**config.mk**
```make
export PLATFORM = sky130hd
export DESIGN_NAME = tgpio_port
export DESIGN_NICKNAME = d
export VERILOG_FILES = /design/src/rtl/tgpio_pkg.sv /design/src/rtl/tgpio_port.sv /design/src/rtl/tgpio_sync.sv /design/src/rtl/tgpio_edge.sv
export SDC_FILE = /design/constraint.sdc
export NUM_CORES = 1
export LEC_CHECK = 0
export ABC_AREA = 1
export ABC_CLOCK_PERIOD_IN_PS = 1600
export BUFFER_PORTS_ARGS = -buffer_cell sky130_fd_sc_hd__buf_4
export CAP_MARGIN = 20
export CORE_MARGIN = 10
export CORE_UTILIZATION = 50
export CTS_BUF_LIST = sky130_fd_sc_hd__clkbuf_4 sky130_fd_sc_hd__clkbuf_8
export CTS_CLUSTER_SIZE = 16
export DETAILED_ROUTE_END_ITERATION = 10
export GPL_ROUTABILITY_DRIVEN = 0
export GPL_TIMING_DRIVEN = 0
export PLACE_DENSITY = 0.91
export SLEW_MARGIN = 20
export SYNTH_ARGS = -nofsm -noshare
export SYNTH_HDL_FRONTEND = slang
export SYNTH_SLANG_ARGS = --single-unit
```
**constraint.sdc**
```tcl
create_clock -name clock -period 1.6 [get_ports clock]
set_input_delay 0.24 -clock clock [delete_from_list [all_inputs] [get_ports clock]]
set_output_delay 0.24 -clock clock [all_outputs]
set_load 0.1 [all_outputs]
```
**src/rtl/tgpio_pkg.sv**
```systemverilog
// Package for the transceiver pin-control block: register map, field
// positions, reset values and the pin function codes.
// Assumes an 8-bit register port with a 7-bit address.
package tgpio_pkg;

	// Register bus shape
	localparam int ADDR_W = 7;
	localparam int DATA_W = 8;

	// Register offsets
	localparam logic [6:0] PIN2_CFG_OFFSET = 7'h0D;
	localparam logic [6:0] PORT_OFFSET     = 7'h0E;

	// Pin function configuration fields
	localparam int FUNC_LSB  = 0;
	localparam int FUNC_MSB  = 4;
	localparam int PUP_BIT   = 5;
	localparam int DRV_LSB   = 6;
	localparam int DRV_MSB   = 7;

	// Port register fields
	localparam int DIO_LSB    = 0;
	localparam int DIO_MSB    = 2;
	localparam int ITSDO_BIT  = 3;
	localparam int STAT_LSB   = 4;
	localparam int STAT_MSB   = 6;
	localparam int RSVD_BIT   = 7;

	// Reset values
	localparam logic [7:0] PIN2_CFG_RESET = 8'h00;
	localparam logic [2:0] DIO_RESET      = 3'h0;
	localparam logic       ITSDO_RESET    = 1'b0;

	// Pin function codes
	localparam logic [4:0] F_POR        = 5'h00;
	localparam logic [4:0] F_WAKEUP     = 5'h01;
	localparam logic [4:0] F_BATT_LOW   = 5'h02;
	localparam logic [4:0] F_DIRECT_IN  = 5'h03;
	localparam logic [4:0] F_IRQ_FALL   = 5'h04;
	localparam logic [4:0] F_IRQ_RISE   = 5'h05;
	localparam logic [4:0] F_IRQ_CHANGE = 5'h06;
	localparam logic [4:0] F_ADC_IN     = 5'h07;
	localparam logic [4:0] F_DIRECT_OUT = 5'h0A;
	localparam logic [4:0] F_VREF_OUT   = 5'h0E;
	localparam logic [4:0] F_DATA_CLK   = 5'h0F;
	localparam logic [4:0] F_TX_DATA_IN = 5'h10;
	localparam logic [4:0] F_RETX_REQ   = 5'h11;
	localparam logic [4:0] F_TX_STATE   = 5'h12;
	localparam logic [4:0] F_TX_AFULL   = 5'h13;
	localparam logic [4:0] F_RX_DATA    = 5'h14;
	localparam logic [4:0] F_RX_STATE   = 5'h15;
	localparam logic [4:0] F_RX_AFULL   = 5'h16;
	localparam logic [4:0] F_ANT1       = 5'h17;
	localparam logic [4:0] F_ANT2       = 5'h18;
	localparam logic [4:0] F_PRE_VALID  = 5'h19;
	localparam logic [4:0] F_PRE_BAD    = 5'h1A;
	localparam logic [4:0] F_SYNC_DET   = 5'h1B;
	localparam logic [4:0] F_CCA        = 5'h1C;
	localparam logic [4:0] F_VDD        = 5'h1D;

	// Pin acts as an external interrupt source
	function automatic logic tgpio_is_irq(input logic [4:0] code);
		return (code == F_IRQ_FALL) || (code == F_IRQ_RISE) || (code == F_IRQ_CHANGE);
	endfunction

	// Pin acts as any digital input
	function automatic logic tgpio_is_dig_in(input logic [4:0] code);
		return (code == F_DIRECT_IN) || tgpio_is_irq(code)
			|| (code == F_TX_DATA_IN) || (code == F_RETX_REQ);
	endfunction

endpackage

```
**src/rtl/tgpio_port.sv**
```systemverilog
// Pin control for the third general-purpose pin and the shared port register.
// Assumes same-clock modem status inputs, asynchronous pin levels and chip select,
// and pin 0/1 function codes supplied by their own configuration registers.
//
// Overview of operation
// - Pin two function from config bits 4:0
// - Drive strength kept in config bits 7:6
// - Pull-up only when enabled and digital input
// - Codes 0-2: reset, wake-up, low battery
// - Code 3 direct input, code 10 output
// - Codes 4-6: falling, rising, change interrupts
// - Code 7 analog input, 14 reference out
// - Data clock, transmit data in, receive data
// - Code 17 is retransmission request input
// - Codes 18 and 21 show transmit, receive state
// - Codes 19 and 22 show buffer almost-full
// - Codes 23 and 24 drive antenna switches
// - Codes 25-28 preamble, sync, clear channel
// - Code 29 high, unassigned codes low
// - Port bits 6:4 show interrupt status
// - Interrupt request on data-out when deselected
// - Direct output pins follow port bits 2:0
// - Direct input pins read back sampled level
// - Port bit 7 reserved, read-only
`timescale 1ns/1ns
`default_nettype none
module tgpio_port (
	input  wire logic                         clock,        // 20 MHz system clock
	input  wire logic                         reset,        // Synchronous reset, high
	input  wire logic                         enable,       // Clock enable, freezes all state
	// Register port
	input  wire logic [tgpio_pkg::ADDR_W-1:0] reg_addr,     // Register address
	input  wire logic [tgpio_pkg::DATA_W-1:0] reg_wdata,    // Write data
	input  wire logic                         reg_write,    // Write strobe
	input  wire logic                         reg_read,     // Read strobe
	output logic      [tgpio_pkg::DATA_W-1:0] reg_rdata,    // Read data, cycle after strobe
	// Pin function codes of the other two pins
	input  wire logic [4:0]                   pin0_function_select, // Pin zero code
	input  wire logic [4:0]                   pin1_function_select, // Pin one code
	// Pin levels, asynchronous
	input  wire logic                         gp_pin_zero_in,  // Pin zero level
	input  wire logic                         gp_pin_one_in,   // Pin one level
	input  wire logic                         gp_pin_two_in,   // Pin two level
	// Pin two drive
	output logic                              gp_pin_two_out,  // Pin two output value
	output logic                              gp_pin_two_oe,   // Pin two output enable
	output logic                              pin2_pullup_on,  // Internal pull-up connected
	output logic      [1:0]                   pin2_drive_strength, // Driver strength
	output logic                              pin2_adc_connect,  // Pin to converter input
	output logic                              pin2_vref_connect, // Reference onto pin
	output logic                              tx_mod_data,     // Transmit data from pin
	output logic                              retx_request,    // Retransmission request
	// Direct output values for pins zero and one
	output logic      [1:0]                   pin01_direct_value, // Bits for pins 1:0
	output logic      [2:0]                   pin_irq_status,  // Interrupt status per pin
	// Modem status sources, same clock
	input  wire logic                         por_state,       // Power-on reset active
	input  wire logic                         wakeup_timer_expired, // Wake-up timer done
	input  wire logic                         battery_low,     // Below threshold
	input  wire logic                         data_clock,      // Tx/rx data clock
	input  wire logic                         rx_data,         // Received data
	input  wire logic                         tx_state,        // Transmit state
	input  wire logic                         rx_state,        // Receive state
	input  wire logic                         tx_almost_full,  // Tx buffer almost full
	input  wire logic                         rx_almost_full,  // Rx buffer almost full
	input  wire logic                         antenna1_switch, // Diversity switch 1
	input  wire logic                         antenna2_switch, // Diversity switch 2
	input  wire logic                         preamble_valid,  // Valid preamble
	input  wire logic                         preamble_invalid, // Invalid preamble
	input  wire logic                         sync_detected,   // Sync word found
	input  wire logic                         clear_channel,   // Clear channel
	// Serial data-out sharing
	input  wire logic                         irq_request_n,   // Interrupt request, low
	input  wire logic                         chip_select_n,   // Serial select pin, low
	input  wire logic                         spi_sdo_data,    // Serial engine data out
	input  wire logic                         spi_sdo_oe,      // Serial engine drive
	output logic                              sdo_out,         // Data-out pin value
	output logic                              sdo_oe           // Data-out pin enable
);
	typedef struct packed {
		logic [7:0] cfg2;
		logic [2:0] dio;
		logic       itsdo;
		logic [2:0] status;
		logic [7:0] rdata;
	} tgpio_port_state_t;

	tgpio_port_state_t state_reg;
	tgpio_port_state_t state_next;

	logic [3:0] sync_lv;
	logic [2:0] pin_level;
	logic       select_idle;
	logic [4:0] func2;
	logic [2:0] irq_event;
	logic [2:0] irq_mode;
	logic [2:0] din_mode;
	logic [4:0] mode_of [3];
	logic       hit_cfg;
	logic       hit_port;
	logic [2:0] dio_view;

	// Pin levels and chip select pass two flops before use
	tgpio_sync #(.WIDTH(4)) u_sync (
		.clock    (clock),
		.reset    (reset),
		.enable   (enable),
		.async_in ({chip_select_n, gp_pin_two_in, gp_pin_one_in, gp_pin_zero_in}),
		.sync_out (sync_lv)
	);
	assign pin_level   = sync_lv[2:0];
	assign select_idle = sync_lv[3];

	assign func2      = state_reg.cfg2[tgpio_pkg::FUNC_MSB:tgpio_pkg::FUNC_LSB];
	assign mode_of[0] = pin0_function_select;
	assign mode_of[1] = pin1_function_select;
	assign mode_of[2] = func2;

	// One edge detector per pin
	for (genvar i = 0; i < 3; i++) begin : g_edge
		tgpio_edge u_edge (
			.clock       (clock),
			.reset       (reset),
			.enable      (enable),
			.level       (pin_level[i]),
			.mode        (mode_of[i]),
			.event_pulse (irq_event[i])
		);
		assign irq_mode[i] = tgpio_pkg::tgpio_is_irq(mode_of[i]);
		assign din_mode[i] = (mode_of[i] == tgpio_pkg::F_DIRECT_IN);
		// Direct inputs read the pin, everything else the written bit
		assign dio_view[i] = din_mode[i] ? pin_level[i] : state_reg.dio[i];
	end

	assign hit_cfg  = (reg_addr == tgpio_pkg::PIN2_CFG_OFFSET);
	assign hit_port = (reg_addr == tgpio_pkg::PORT_OFFSET);

	// Register writes, status capture and read data
	always_comb begin
		state_next = state_reg;
		if (reg_write && hit_cfg) begin
			state_next.cfg2 = reg_wdata;
		end
		if (reg_write && hit_port) begin
			// Status and reserved bits are not writable
			state_next.dio   = reg_wdata[tgpio_pkg::DIO_MSB:tgpio_pkg::DIO_LSB];
			state_next.itsdo = reg_wdata[tgpio_pkg::ITSDO_BIT];
		end
		// Read clears status; a new event in the same cycle wins
		if (reg_read && hit_port) begin
			state_next.status = '0;
		end
		state_next.status = (state_next.status & irq_mode) | irq_event;
		if (reg_read) begin
			if (hit_cfg) begin
				state_next.rdata = state_reg.cfg2;
			end else if (hit_port) begin
				state_next.rdata = {1'b0, state_reg.status, state_reg.itsdo, dio_view};
			end else begin
				state_next.rdata = 8'h00; // Unmapped reads return zero
			end
		end
	end

	always_ff @(posedge clock) begin
		if (reset) begin
			state_reg.cfg2   <= tgpio_pkg::PIN2_CFG_RESET;
			state_reg.dio    <= tgpio_pkg::DIO_RESET;
			state_reg.itsdo  <= tgpio_pkg::ITSDO_RESET;
			state_reg.status <= 3'h0;
			state_reg.rdata  <= 8'h00;
		end else if (enable) begin
			state_reg <= state_next;
		end
	end

	assign reg_rdata           = state_reg.rdata;
	assign pin2_drive_strength = state_reg.cfg2[tgpio_pkg::DRV_MSB:tgpio_pkg::DRV_LSB];
	assign pin01_direct_value  = state_reg.dio[1:0];
	assign pin_irq_status      = state_reg.status;

	// Pull-up only meaningful while the pin is a digital input
	assign pin2_pullup_on = state_reg.cfg2[tgpio_pkg::PUP_BIT]
		&& tgpio_pkg::tgpio_is_dig_in(func2);
	assign pin2_adc_connect  = (func2 == tgpio_pkg::F_ADC_IN);
	assign pin2_vref_connect = (func2 == tgpio_pkg::F_VREF_OUT);
	assign tx_mod_data  = (func2 == tgpio_pkg::F_TX_DATA_IN) && pin_level[2];
	assign retx_request = (func2 == tgpio_pkg::F_RETX_REQ) && pin_level[2];

	// Pin two output multiplexer; reserved test codes fall to ground
	always_comb begin
		gp_pin_two_oe  = 1'b1;
		gp_pin_two_out = 1'b0;
		case (func2)
			tgpio_pkg::F_POR:        gp_pin_two_out = por_state;
			tgpio_pkg::F_WAKEUP:     gp_pin_two_out = wakeup_timer_expired;
			tgpio_pkg::F_BATT_LOW:   gp_pin_two_out = battery_low;
			tgpio_pkg::F_DIRECT_IN,
			tgpio_pkg::F_IRQ_FALL,
			tgpio_pkg::F_IRQ_RISE,
			tgpio_pkg::F_IRQ_CHANGE,
			tgpio_pkg::F_ADC_IN,
			tgpio_pkg::F_VREF_OUT,
			tgpio_pkg::F_TX_DATA_IN,
			tgpio_pkg::F_RETX_REQ:   gp_pin_two_oe  = 1'b0;
			tgpio_pkg::F_DIRECT_OUT: gp_pin_two_out = state_reg.dio[2];
			tgpio_pkg::F_DATA_CLK:   gp_pin_two_out = data_clock;
			tgpio_pkg::F_RX_DATA:    gp_pin_two_out = rx_data;
			tgpio_pkg::F_TX_STATE:   gp_pin_two_out = tx_state;
			tgpio_pkg::F_RX_STATE:   gp_pin_two_out = rx_state;
			tgpio_pkg::F_TX_AFULL:   gp_pin_two_out = tx_almost_full;
			tgpio_pkg::F_RX_AFULL:   gp_pin_two_out = rx_almost_full;
			tgpio_pkg::F_ANT1:       gp_pin_two_out = antenna1_switch;
			tgpio_pkg::F_ANT2:       gp_pin_two_out = antenna2_switch;
			tgpio_pkg::F_PRE_VALID:  gp_pin_two_out = preamble_valid;
			tgpio_pkg::F_PRE_BAD:    gp_pin_two_out = preamble_invalid;
			tgpio_pkg::F_SYNC_DET:   gp_pin_two_out = sync_detected;
			tgpio_pkg::F_CCA:        gp_pin_two_out = clear_channel;
			tgpio_pkg::F_VDD:        gp_pin_two_out = 1'b1;
			default:                 gp_pin_two_out = 1'b0;
		endcase
	end

	// Data-out carries the interrupt request only while deselected
	always_comb begin
		if (state_reg.itsdo && select_idle) begin
			sdo_out = irq_request_n;
			sdo_oe  = 1'b1;
		end else begin
			sdo_out = spi_sdo_data;
			sdo_oe  = spi_sdo_oe;
		end
	end

	// Checks
	a_func_write: assert property (@(posedge clock) disable iff (reset)
		(enable && reg_write && hit_cfg) |=> (func2 == $past(reg_wdata[4:0])))
		else $error("function field did not take written value");

	a_drive_write: assert property (@(posedge clock) disable iff (reset)
		(enable && reg_write && hit_cfg) |=> (pin2_drive_strength == $past(reg_wdata[7:6])))
		else $error("drive strength did not take written value");

	a_pullup_gate: assert property (@(posedge clock) disable iff (reset)
		pin2_pullup_on |-> (state_reg.cfg2[5] && !gp_pin_two_oe))
		else $error("pull-up on while pin not a digital input");

	a_vdd_code: assert property (@(posedge clock) disable iff (reset)
		(func2 == 5'h1D) |-> (gp_pin_two_oe && gp_pin_two_out))
		else $error("constant high code not driving high");

	a_test_low: assert property (@(posedge clock) disable iff (reset)
		(func2 inside {5'h08, 5'h0B, 5'h1E, 5'h1F}) |-> (gp_pin_two_oe && !gp_pin_two_out))
		else $error("unassigned code not driving low");

	a_direct_drive: assert property (@(posedge clock) disable iff (reset)
		(enable && reg_write && hit_port && func2 == 5'h0A && !(reg_write && hit_cfg))
		|=> (gp_pin_two_out == $past(reg_wdata[2])))
		else $error("direct output not following written bit");

	a_status_hold: assert property (@(posedge clock) disable iff (reset)
		(enable && reg_write && hit_port && irq_mode == 3'h7)
		|=> ((state_reg.status & $past(state_reg.status)) == $past(state_reg.status)))
		else $error("port write disturbed interrupt status");

	a_event_sets: assert property (@(posedge clock) disable iff (reset)
		(irq_event[2]) |=> state_reg.status[2])
		else $error("interrupt event lost");

	a_reserved_zero: assert property (@(posedge clock) disable iff (reset)
		(enable && reg_read && hit_port) |=> !reg_rdata[7])
		else $error("reserved bit read as one");

	a_dio_read: assert property (@(posedge clock) disable iff (reset)
		(enable && reg_read && hit_port && func2 == 5'h03) |=> (reg_rdata[2] == $past(pin_level[2])))
		else $error("direct input read not pin level");

	a_sdo_irq: assert property (@(posedge clock) disable iff (reset)
		(state_reg.itsdo && select_idle) |-> (sdo_oe && sdo_out == irq_request_n))
		else $error("interrupt request missing on data-out");

	a_por_code: assert property (@(posedge clock) disable iff (reset)
		(func2 == 5'h00) |-> (gp_pin_two_oe && gp_pin_two_out == por_state))
		else $error("reset code not showing reset state");

	a_batt_code: assert property (@(posedge clock) disable iff (reset)
		(func2 == 5'h02) |-> (gp_pin_two_oe && gp_pin_two_out == battery_low))
		else $error("battery code not showing low battery");

	a_input_float: assert property (@(posedge clock) disable iff (reset)
		(func2 == 5'h03) |-> !gp_pin_two_oe)
		else $error("direct input code drives the pin");

	a_irq_float: assert property (@(posedge clock) disable iff (reset)
		(func2 inside {5'h04, 5'h05, 5'h06}) |-> !gp_pin_two_oe)
		else $error("interrupt input code drives the pin");

	a_analog_route: assert property (@(posedge clock) disable iff (reset)
		(func2 == 5'h07) |-> (pin2_adc_connect && !pin2_vref_connect && !gp_pin_two_oe))
		else $error("converter input not routed");

	a_vref_route: assert property (@(posedge clock) disable iff (reset)
		(func2 == 5'h0E) |-> (pin2_vref_connect && !pin2_adc_connect && !gp_pin_two_oe))
		else $error("reference output not routed");

	a_data_clock: assert property (@(posedge clock) disable iff (reset)
		(func2 == 5'h0F) |-> (gp_pin_two_oe && gp_pin_two_out == data_clock))
		else $error("data clock not on pin");

	a_rx_data: assert property (@(posedge clock) disable iff (reset)
		(func2 == 5'h14) |-> (gp_pin_two_oe && gp_pin_two_out == rx_data))
		else $error("received data not on pin");

	a_retx_idle: assert property (@(posedge clock) disable iff (reset)
		(func2 != 5'h11) |-> !retx_request)
		else $error("retransmission request outside its code");

	a_tx_state: assert property (@(posedge clock) disable iff (reset)
		(func2 == 5'h12) |-> (gp_pin_two_oe && gp_pin_two_out == tx_state))
		else $error("transmit state not on pin");

	a_rx_afull: assert property (@(posedge clock) disable iff (reset)
		(func2 == 5'h16) |-> (gp_pin_two_oe && gp_pin_two_out == rx_almost_full))
		else $error("receive almost-full not on pin");

	a_ant_two: assert property (@(posedge clock) disable iff (reset)
		(func2 == 5'h18) |-> (gp_pin_two_oe && gp_pin_two_out == antenna2_switch))
		else $error("second antenna switch not on pin");

	a_cca_code: assert property (@(posedge clock) disable iff (reset)
		(func2 == 5'h1C) |-> (gp_pin_two_oe && gp_pin_two_out == clear_channel))
		else $error("clear channel not on pin");

	a_read_clear: assert property (@(posedge clock) disable iff (reset)
		(enable && reg_read && hit_port && irq_event == 3'h0) |=> (pin_irq_status == 3'h0))
		else $error("port read did not clear status");

	a_status_mask: assert property (@(posedge clock) disable iff (reset)
		(enable && !irq_mode[2]) |=> !pin_irq_status[2])
		else $error("status set while pin not an interrupt source");

endmodule // tgpio_port
`default_nettype wire

```
**src/rtl/tgpio_sync.sv**
```systemverilog
// Two-stage synchroniser for pin levels.
// Assumes the inputs are asynchronous to clock; stage one is read only by stage two.
`timescale 1ns/1ns
`default_nettype none
module tgpio_sync #(
	parameter int WIDTH = 1
) (
	input  wire logic             clock,   // System clock
	input  wire logic             reset,   // Synchronous reset, high
	input  wire logic             enable,  // Clock enable
	input  wire logic [WIDTH-1:0] async_in, // Pin levels
	output logic      [WIDTH-1:0] sync_out  // Synchronised levels
);
	initial begin
		if (WIDTH < 1) $error("tgpio_sync: WIDTH must be at least 1");
	end

	typedef struct packed {
		logic [WIDTH-1:0] stage1;
		logic [WIDTH-1:0] stage2;
	} tgpio_sync_state_t;

	tgpio_sync_state_t state_reg;
	tgpio_sync_state_t state_next;

	// Shift the two stages
	always_comb begin
		state_next        = state_reg;
		state_next.stage1 = async_in;
		state_next.stage2 = state_reg.stage1;
	end

	// Register, frozen while enable is low
	always_ff @(posedge clock) begin
		if (reset) begin
			state_reg <= '0;
		end else if (enable) begin
			state_reg <= state_next;
		end
	end

	assign sync_out = state_reg.stage2;
endmodule // tgpio_sync
`default_nettype wire

```
**src/rtl/tgpio_edge.sv**
```systemverilog
// Edge detector for one pin configured as an external interrupt source.
// Assumes a synchronised level and a function code on the same clock.
`timescale 1ns/1ns
`default_nettype none
module tgpio_edge (
	input  wire logic       clock,  // System clock
	input  wire logic       reset,  // Synchronous reset, high
	input  wire logic       enable, // Clock enable
	input  wire logic       level,  // Synchronised pin level
	input  wire logic [4:0] mode,   // Pin function code
	output logic            event_pulse // One-cycle interrupt event
);
	typedef struct packed {
		logic prev;
		logic primed;
	} tgpio_edge_state_t;

	tgpio_edge_state_t state_reg;
	tgpio_edge_state_t state_next;
	logic              fell;
	logic              rose;

	// Primed flag stops a false edge straight after reset
	always_comb begin
		state_next        = state_reg;
		state_next.prev   = level;
		state_next.primed = 1'b1;
		fell = state_reg.primed && state_reg.prev && !level;
		rose = state_reg.primed && !state_reg.prev && level;
		case (mode)
			tgpio_pkg::F_IRQ_FALL:   event_pulse = enable && fell;
			tgpio_pkg::F_IRQ_RISE:   event_pulse = enable && rose;
			tgpio_pkg::F_IRQ_CHANGE: event_pulse = enable && (fell || rose);
			default:                 event_pulse = 1'b0;
		endcase
	end

	always_ff @(posedge clock) begin
		if (reset) begin
			state_reg <= '0;
		end else if (enable) begin
			state_reg <= state_next;
		end
	end
endmodule // tgpio_edge
`default_nettype wire

```
==> results of run 1 <==
[repair_timing]
action	4_1_cts	5_1_grt
gates resized for setup	46	12
setup endpoints to repair	7	7
cloned	0	0
setup buffers	7	5
pin swaps	12	15
[how the worst max path moves through the flow]
stage	startpoint	cells past startpoint	to
after floorplan	func2[1]	4	gp_pin_two_oe
after global placement	func2[1]	7	pin2_pullup_on
after detailed placement	func2[1]	7	pin2_pullup_on
after CTS	func2[0]	9	gp_pin_two_out
after global routing	func2[2]	9	gp_pin_two_out
final	func2[2]	9	gp_pin_two_out
[synth_stat cells, drive strengths merged]
cell / number
inv: 38
nor4: 1
o21ai: 22
clkinv: 1
dfxtp: 35
a21oi: 18
mux2: 1
nor2: 69
clkbuf: 4
a21boi: 2
nand4: 9
nand3: 34
nand2: 77
buf: 25
nor3: 5
[cells by family after synthesis]
| kind of cell | after synthesis | synth area share [%] |
|---|---|---|
| flops | 35 | 33.2 |
| mux | 1 | 0.534 |
| simple gates | 195 | 39.9 |
| buf+inv | 68 | 16.1 |
| compound gates | 42 | 10.2 |
[worst register-to-register path, delay by kind of cell (launching register included)]
kind            cells  cell delay (ns)
compound gates      2             0.21
buf+inv             4             0.44
flops               1             0.36
simple gates        2             0.34
[layout make-up]
type,count,area [sq um],area share (%)
Multi-Input combinational cell,238,1240,38.8
Timing Repair Buffer,86,736,23.0
Sequential cell,35,716,22.4
Buffer,27,213,6.66
Inverter,39,151,4.74
Clock buffer,6,76.3,2.39
Tap cell,50,62.6,1.96
[routing by layer]
layer / global-route usage (%) / vias up / part of all wire (%)
met5: 0 / - / 0
met4: 9.13 / 0 / 4.3
met3: 6.88 / 33 / 9.5
met2: 32.2 / 150 / 49
met1: 19.9 / 1215 / 37
li1: - / 1247 / -
[power breakdown]
part,total (W),switching [W],internal (W)
clock,0.000610,0.000303,0.000307
combinational,0.000432,0.000265,0.000167
sequential,0.000916,0.0000180,0.000898
total,0.00196,0.000586,0.00137
[through the flow]
stage / setup slack (ns) / area [sq um] / util (%) / total power [W] / TNS, ns
final: -0.307 / 3190 / 79.2 / 0.00196 / -0.971
after global routing: -0.380 / 3190 / 79.2 / 0.00203 / -1.28
after CTS: -0.216 / 3110 / 77.2 / 0.00196 / -0.860
after detailed placement: -0.371 / 2810 / 69.8 / 0.00136 / -0.846
after global placement: -0.314 / 2810 / 69.8 / 0.00135 / -0.596
after floorplan: -0.638 / 2190 / - / 0.00120 / -1.15
==> impl_metrics.py, run 1 <==
metrics = {
    "clock_network": {
        "cts_buffer_depth": 2,
        "insertion_delay_ns": 0.30,
        "cts_max_level": 2,
        "tritoncts": "yes",
        "cts.sink_count": 35,
        "clk_pin_slew_ns": 0.06,
        "root_buffer": "clkbuf_8",
        "ctsHoldBuffers": 0,
        "cts_inserted_buffers": 5,
    },
    "cells_and_area": {
        "fill_cells": 276,
        "area_growth_pct": 51.3,
        "drive_gt1_share_pct": 35.5,
        "layout.cells.most_common_list": "buf_4, nand2_1, nor2_1, inv_1, dfxtp_1",
        "final_common_cell": "buf_4",
        "stdcell_count": 481,
        "nets": 484,
        "n_antenna_cell": 0,
        "largest_reg_flops": 8,
    },
    "global_routing": {
        "antenna_found_initial": 0,
        "overflow": 0,
        "grt_max_degree": 11,
        "grt_pass1_vias": 2567,
        "grt_pass1_wl_microns": 11400,
        "grt_usage_pct": 18.8,
    },
    "placement": {
        "numPlacedInstances": 465,
        "io_buffers": 74,
        "dpl.hpwl_microns": 5130,
    },
    "floorplanning": {
        "core_area_sq_um": 4030,
        "ios": 76,
        "dieArea_sq_um": 7220,
        "row_count": 23,
        "die_w_microns": 85.0,
        "initial_core_util_pct": 52.4,
        "fp.dieH_microns": 85.0,
    },
    "run": {
        "max_cap_viol_count": 0,
    },
    "critical_path": {
        "crit_chain": "nor2_4, buf_6, nand2_1, nand2_1, nand2_1, nand2_1, nor2_1, nand3_2, buf_12",
        "timing.rr.end": "pin_irq_status[2]",
        "crit_top_cell": "nand2_1",
        "cp.required_ns": 1.36,
        "start_kind": "flop",
        "reg2reg_slack_ns": 0.18,
        "crit_type": "reg2out",
        "cp_max_fo": 7,
        "worst-path-buf-inv": 2,
        "cp.arrival_ns": 1.67,
        "critPathMaxStageDelay_ns": 0.39,
        "reg2reg_from": "func2[0]",
        "critPathCaptureType": "output pin",
        "r2r_cells": 8,
        "crit_family": "simple AND/OR/NAND/NOR gates",
        "cp_slowest_cell": "dfxtp_4",
    },
    "detailed_routing": {
        "drt-initial-drc-count": 235,
        "viasPerCell": 5.50,
        "post_drt_wl_per_cell_microns": 15.7,
        "postRouteAntennaNets": 0,
        "drt-pass1-iter-count": 7,
        "vias": 2645,
        "wirelength_microns": 7550,
        "route.detailed.drc": 0,
    },
    "power": {
        "p_leak_nw": 1.61,
        "ir_drop_mv": 0.666,
        "p_per_area_nw_per_um2": 614,
    },
    "timing": {
        "period_share_pct": 119,
        "relSlewSlack_pct": 68.0,
        "worst_slack_ns": -0.307,
        "finClkSkew_ns": 0.00350,
        "drv_slew": 0,
        "hold_violations": 0,
        "setup_viol": 6,
        "period_minus_slack_ns": 1.91,
        "rsz0062_at_grt": "true",
        "fmax_ghz": 0.524,
        "tightest_slew_ns": 0.479,
        "holdWs_ns": 0.164,
    },
    "hold_path": {
        "min_from": "reg_wdata[5]",
        "hold_path.class": "in2reg",
        "holdPathStages": 3,
        "hold_end": "state_reg[20]",
    },
    "synth": {
        "synth_nets": 393,
        "ys_types": 21,
        "syn-instance-count": 341,
        "synth-seq-cells": 35,
        "netlist.area_leader.share_pct": 33.2,
        "yosysWarnings": 0,
        "yosysSeqAreaShare_pct": 33.2,
        "synth_top_area_cell": "dfxtp_1",
        "synth_area_leaders": "dfxtp_1, nand2_1, nor2_1, nand3_1, buf_4",
        "syn_avg_cell_area_sq_um": 6.19,
        "syn_area_sq_um": 2110,
    },
    "status": {
        "status": "finished, violations left",
        "failed_checks": "negative setup slack",
    },
}
Note: power is estimated with default switching activity, not from simulation.
==> inputs of run 2 (changes only) <==
--- a/config.mk
+++ b/config.mk
@@ -10,13 +10,14 @@
 export BUFFER_PORTS_ARGS = -buffer_cell sky130_fd_sc_hd__buf_4
 export CAP_MARGIN = 20
 export CORE_MARGIN = 10
-export CORE_UTILIZATION = 50
+export CORE_UTILIZATION = 51
 export CTS_BUF_LIST = sky130_fd_sc_hd__clkbuf_4 sky130_fd_sc_hd__clkbuf_8
 export CTS_CLUSTER_SIZE = 16
 export DETAILED_ROUTE_END_ITERATION = 10
 export GPL_ROUTABILITY_DRIVEN = 0
 export GPL_TIMING_DRIVEN = 0
-export PLACE_DENSITY = 0.91
+export MAX_ROUTING_LAYER = met4
+export PLACE_DENSITY = 0.93
 export SLEW_MARGIN = 20
 export SYNTH_ARGS = -nofsm -noshare
 export SYNTH_HDL_FRONTEND = slang
==> impl_metrics.py, run 2 (synthesis results as in run 1) <==
metrics = {
    "global_routing": {
        "busiest_layer": "met2",
        "grt.met3_usage_pct": 6.18,
        "antenna_found_initial": 0,
        "grtUsageMet2_pct": 39.9,
        "use_met1_pct": 24.0,
        "grt_max_degree": 12,
        "grt_pass1_vias": 2800,
        "grt_pass1_wl_microns": 13500,
        "overflow": 0,
        "grt_usage_pct": 23.6,
    },
    "clock_network": {
        "cts_inserted_buffers": 5,
        "tritoncts": "yes",
        "clk_pin_slew_ns": 0.08,
        "cts_max_level": 2,
        "cts.sink_count": 35,
        "root_buffer": "clkbuf_8",
        "insertion_delay_ns": 0.30,
        "ctsHoldBuffers": 0,
        "cts_buffer_depth": 2,
    },
    "cells_and_area": {
        "n_antenna_cell": 0,
        "fill_cells": 216,
        "layout.cells.most_common_list": "buf_4, nand2_1, nor2_1, inv_1, dfxtp_1",
        "nets": 497,
        "drive_gt1_share_pct": 39.9,
        "area_growth_pct": 61.8,
        "final_common_cell": "buf_4",
        "largest_reg_flops": 8,
    },
    "timing": {
        "worst_slack_ns": -0.447,
        "drv_slew": 0,
        "finClkSkew_ns": 0.00660,
        "setup_viol": 8,
        "period_minus_slack_ns": 2.05,
        "hold_violations": 0,
        "period_share_pct": 128,
        "relSlewSlack_pct": 61.8,
        "rsz0062_at_grt": "true",
        "tightest_slew_ns": 0.573,
        "tns_ns": -1.81,
        "fmax_ghz": 0.489,
    },
    "floorplanning": {
        "die_w_microns": 84.3,
        "dieArea_sq_um": 7110,
        "ios": 76,
        "initial_core_util_pct": 52.7,
        "row_count": 23,
        "fp.dieH_microns": 84.3,
        "core_area_sq_um": 4000,
    },
    "detailed_routing": {
        "postRouteAntennaNets": 0,
        "wirelength_microns": 10400,
        "vias": 3056,
        "drt-pass1-iter-count": 6,
        "viasPerCell": 6.16,
        "route.detailed.drc": 0,
        "post_drt_wl_per_cell_microns": 21.0,
        "drt-initial-drc-count": 478,
    },
    "power": {
        "p_leak_nw": 1.72,
        "ir_drop_mv": 0.670,
        "finalPower_w": 0.00214,
        "p_per_area_nw_per_um2": 626,
    },
    "critical_path": {
        "cp.arrival_ns": 1.81,
        "cp.required_ns": 1.36,
        "crit_type": "reg2out",
        "start_kind": "flop",
        "cp_max_fo": 6,
        "critPathCaptureType": "output pin",
    },
    "hold_path": {
        "hold_path.class": "in2reg",
    },
    "run": {
        "max_cap_viol_count": 0,
    },
    "placement": {
        "io_buffers": 74,
        "dpl.hpwl_microns": 5030,
    },
    "status": {
        "status": "finished, violations left",
        "failed_checks": "negative setup slack",
    },
}
==> run 2: cell count changes in the layout (fill, tap and decap cells not counted), moves of 2 or more <==
cell      change
buf_6         +5
clkbuf_8      +2
nor2_1        -5
nand2_1       -2
buf_4         +3
nor2_2        +4
buf_8         +2
==> run 2: per-stage QoR <==
stage,worst slack (ns),std cells,area [sq um],hold slack [ns],utilization [%]
6_report,-0.447,496,3410,0.164,85.3
5_1_grt,-0.430,496,3410,0.182,85.3
4_1_cts,-0.196,488,3240,0.167,81.0
3_5_place_dp,-0.409,465,2810,0.469,70.3
3_3_place_gp,-0.364,465,2810,0.460,70.3
2_1_floorplan,-0.638,341,2190,0.375,-
==> run 2: worst paths after layout <==
check                                              end                  start  cells after the start  slack [ns]
worst max-delay path                    gp_pin_two_out               func2[2]                      7       -0.45
worst min-delay path            pin2_drive_strength[0]           reg_wdata[6]                      3        0.16
worst max register to register            reg_rdata[2]               func2[0]                     11       -0.02
worst min register to register   pin01_direct_value[1]  pin01_direct_value[1]                      2        0.50
==> run 2: timing repair <==
item,CTS,global route
gates resized for setup,52,26
cloned,1,2
setup buffers,16,6
setup endpoints to repair,7,9
pin swaps,16,10
==> run 2: worst max-delay path, stage by stage, from the launching register on <==
cell     delay (ns)
dfxtp_4        0.40
nand2_1        0.21
nor2_1         0.11
nor2_1         0.18
nand2_1        0.13
nor2_2         0.17
nand3_2        0.12
buf_12         0.18
==> run 2: metal layers <==
metal	share of wire (%)	wire, microns
met3	12	1210
met4	9.8	1020
met5	0	0
met1	33	3480
met2	45	4700
==> run 2: cell type report <==
type	instances	area, sq um	area share (%)
Tap cell	50	62.6	1.83
Clock buffer	7	96.3	2.82
Sequential cell	35	719	21.1
Inverter	39	151	4.44
Buffer	27	216	6.34
Multi-Input combinational cell	238	1270	37.2
Timing Repair Buffer	99	891	26.1
Clock inverter	1	7.51	0.220
==> run 2: report_power, final <==
group	switching [W]	internal (W)	total [W]
clock network	0.000360	0.000392	0.000752
registers	0.0000231	0.000896	0.000919
logic	0.000294	0.000171	0.000465
total	0.000677	0.00146	0.00214
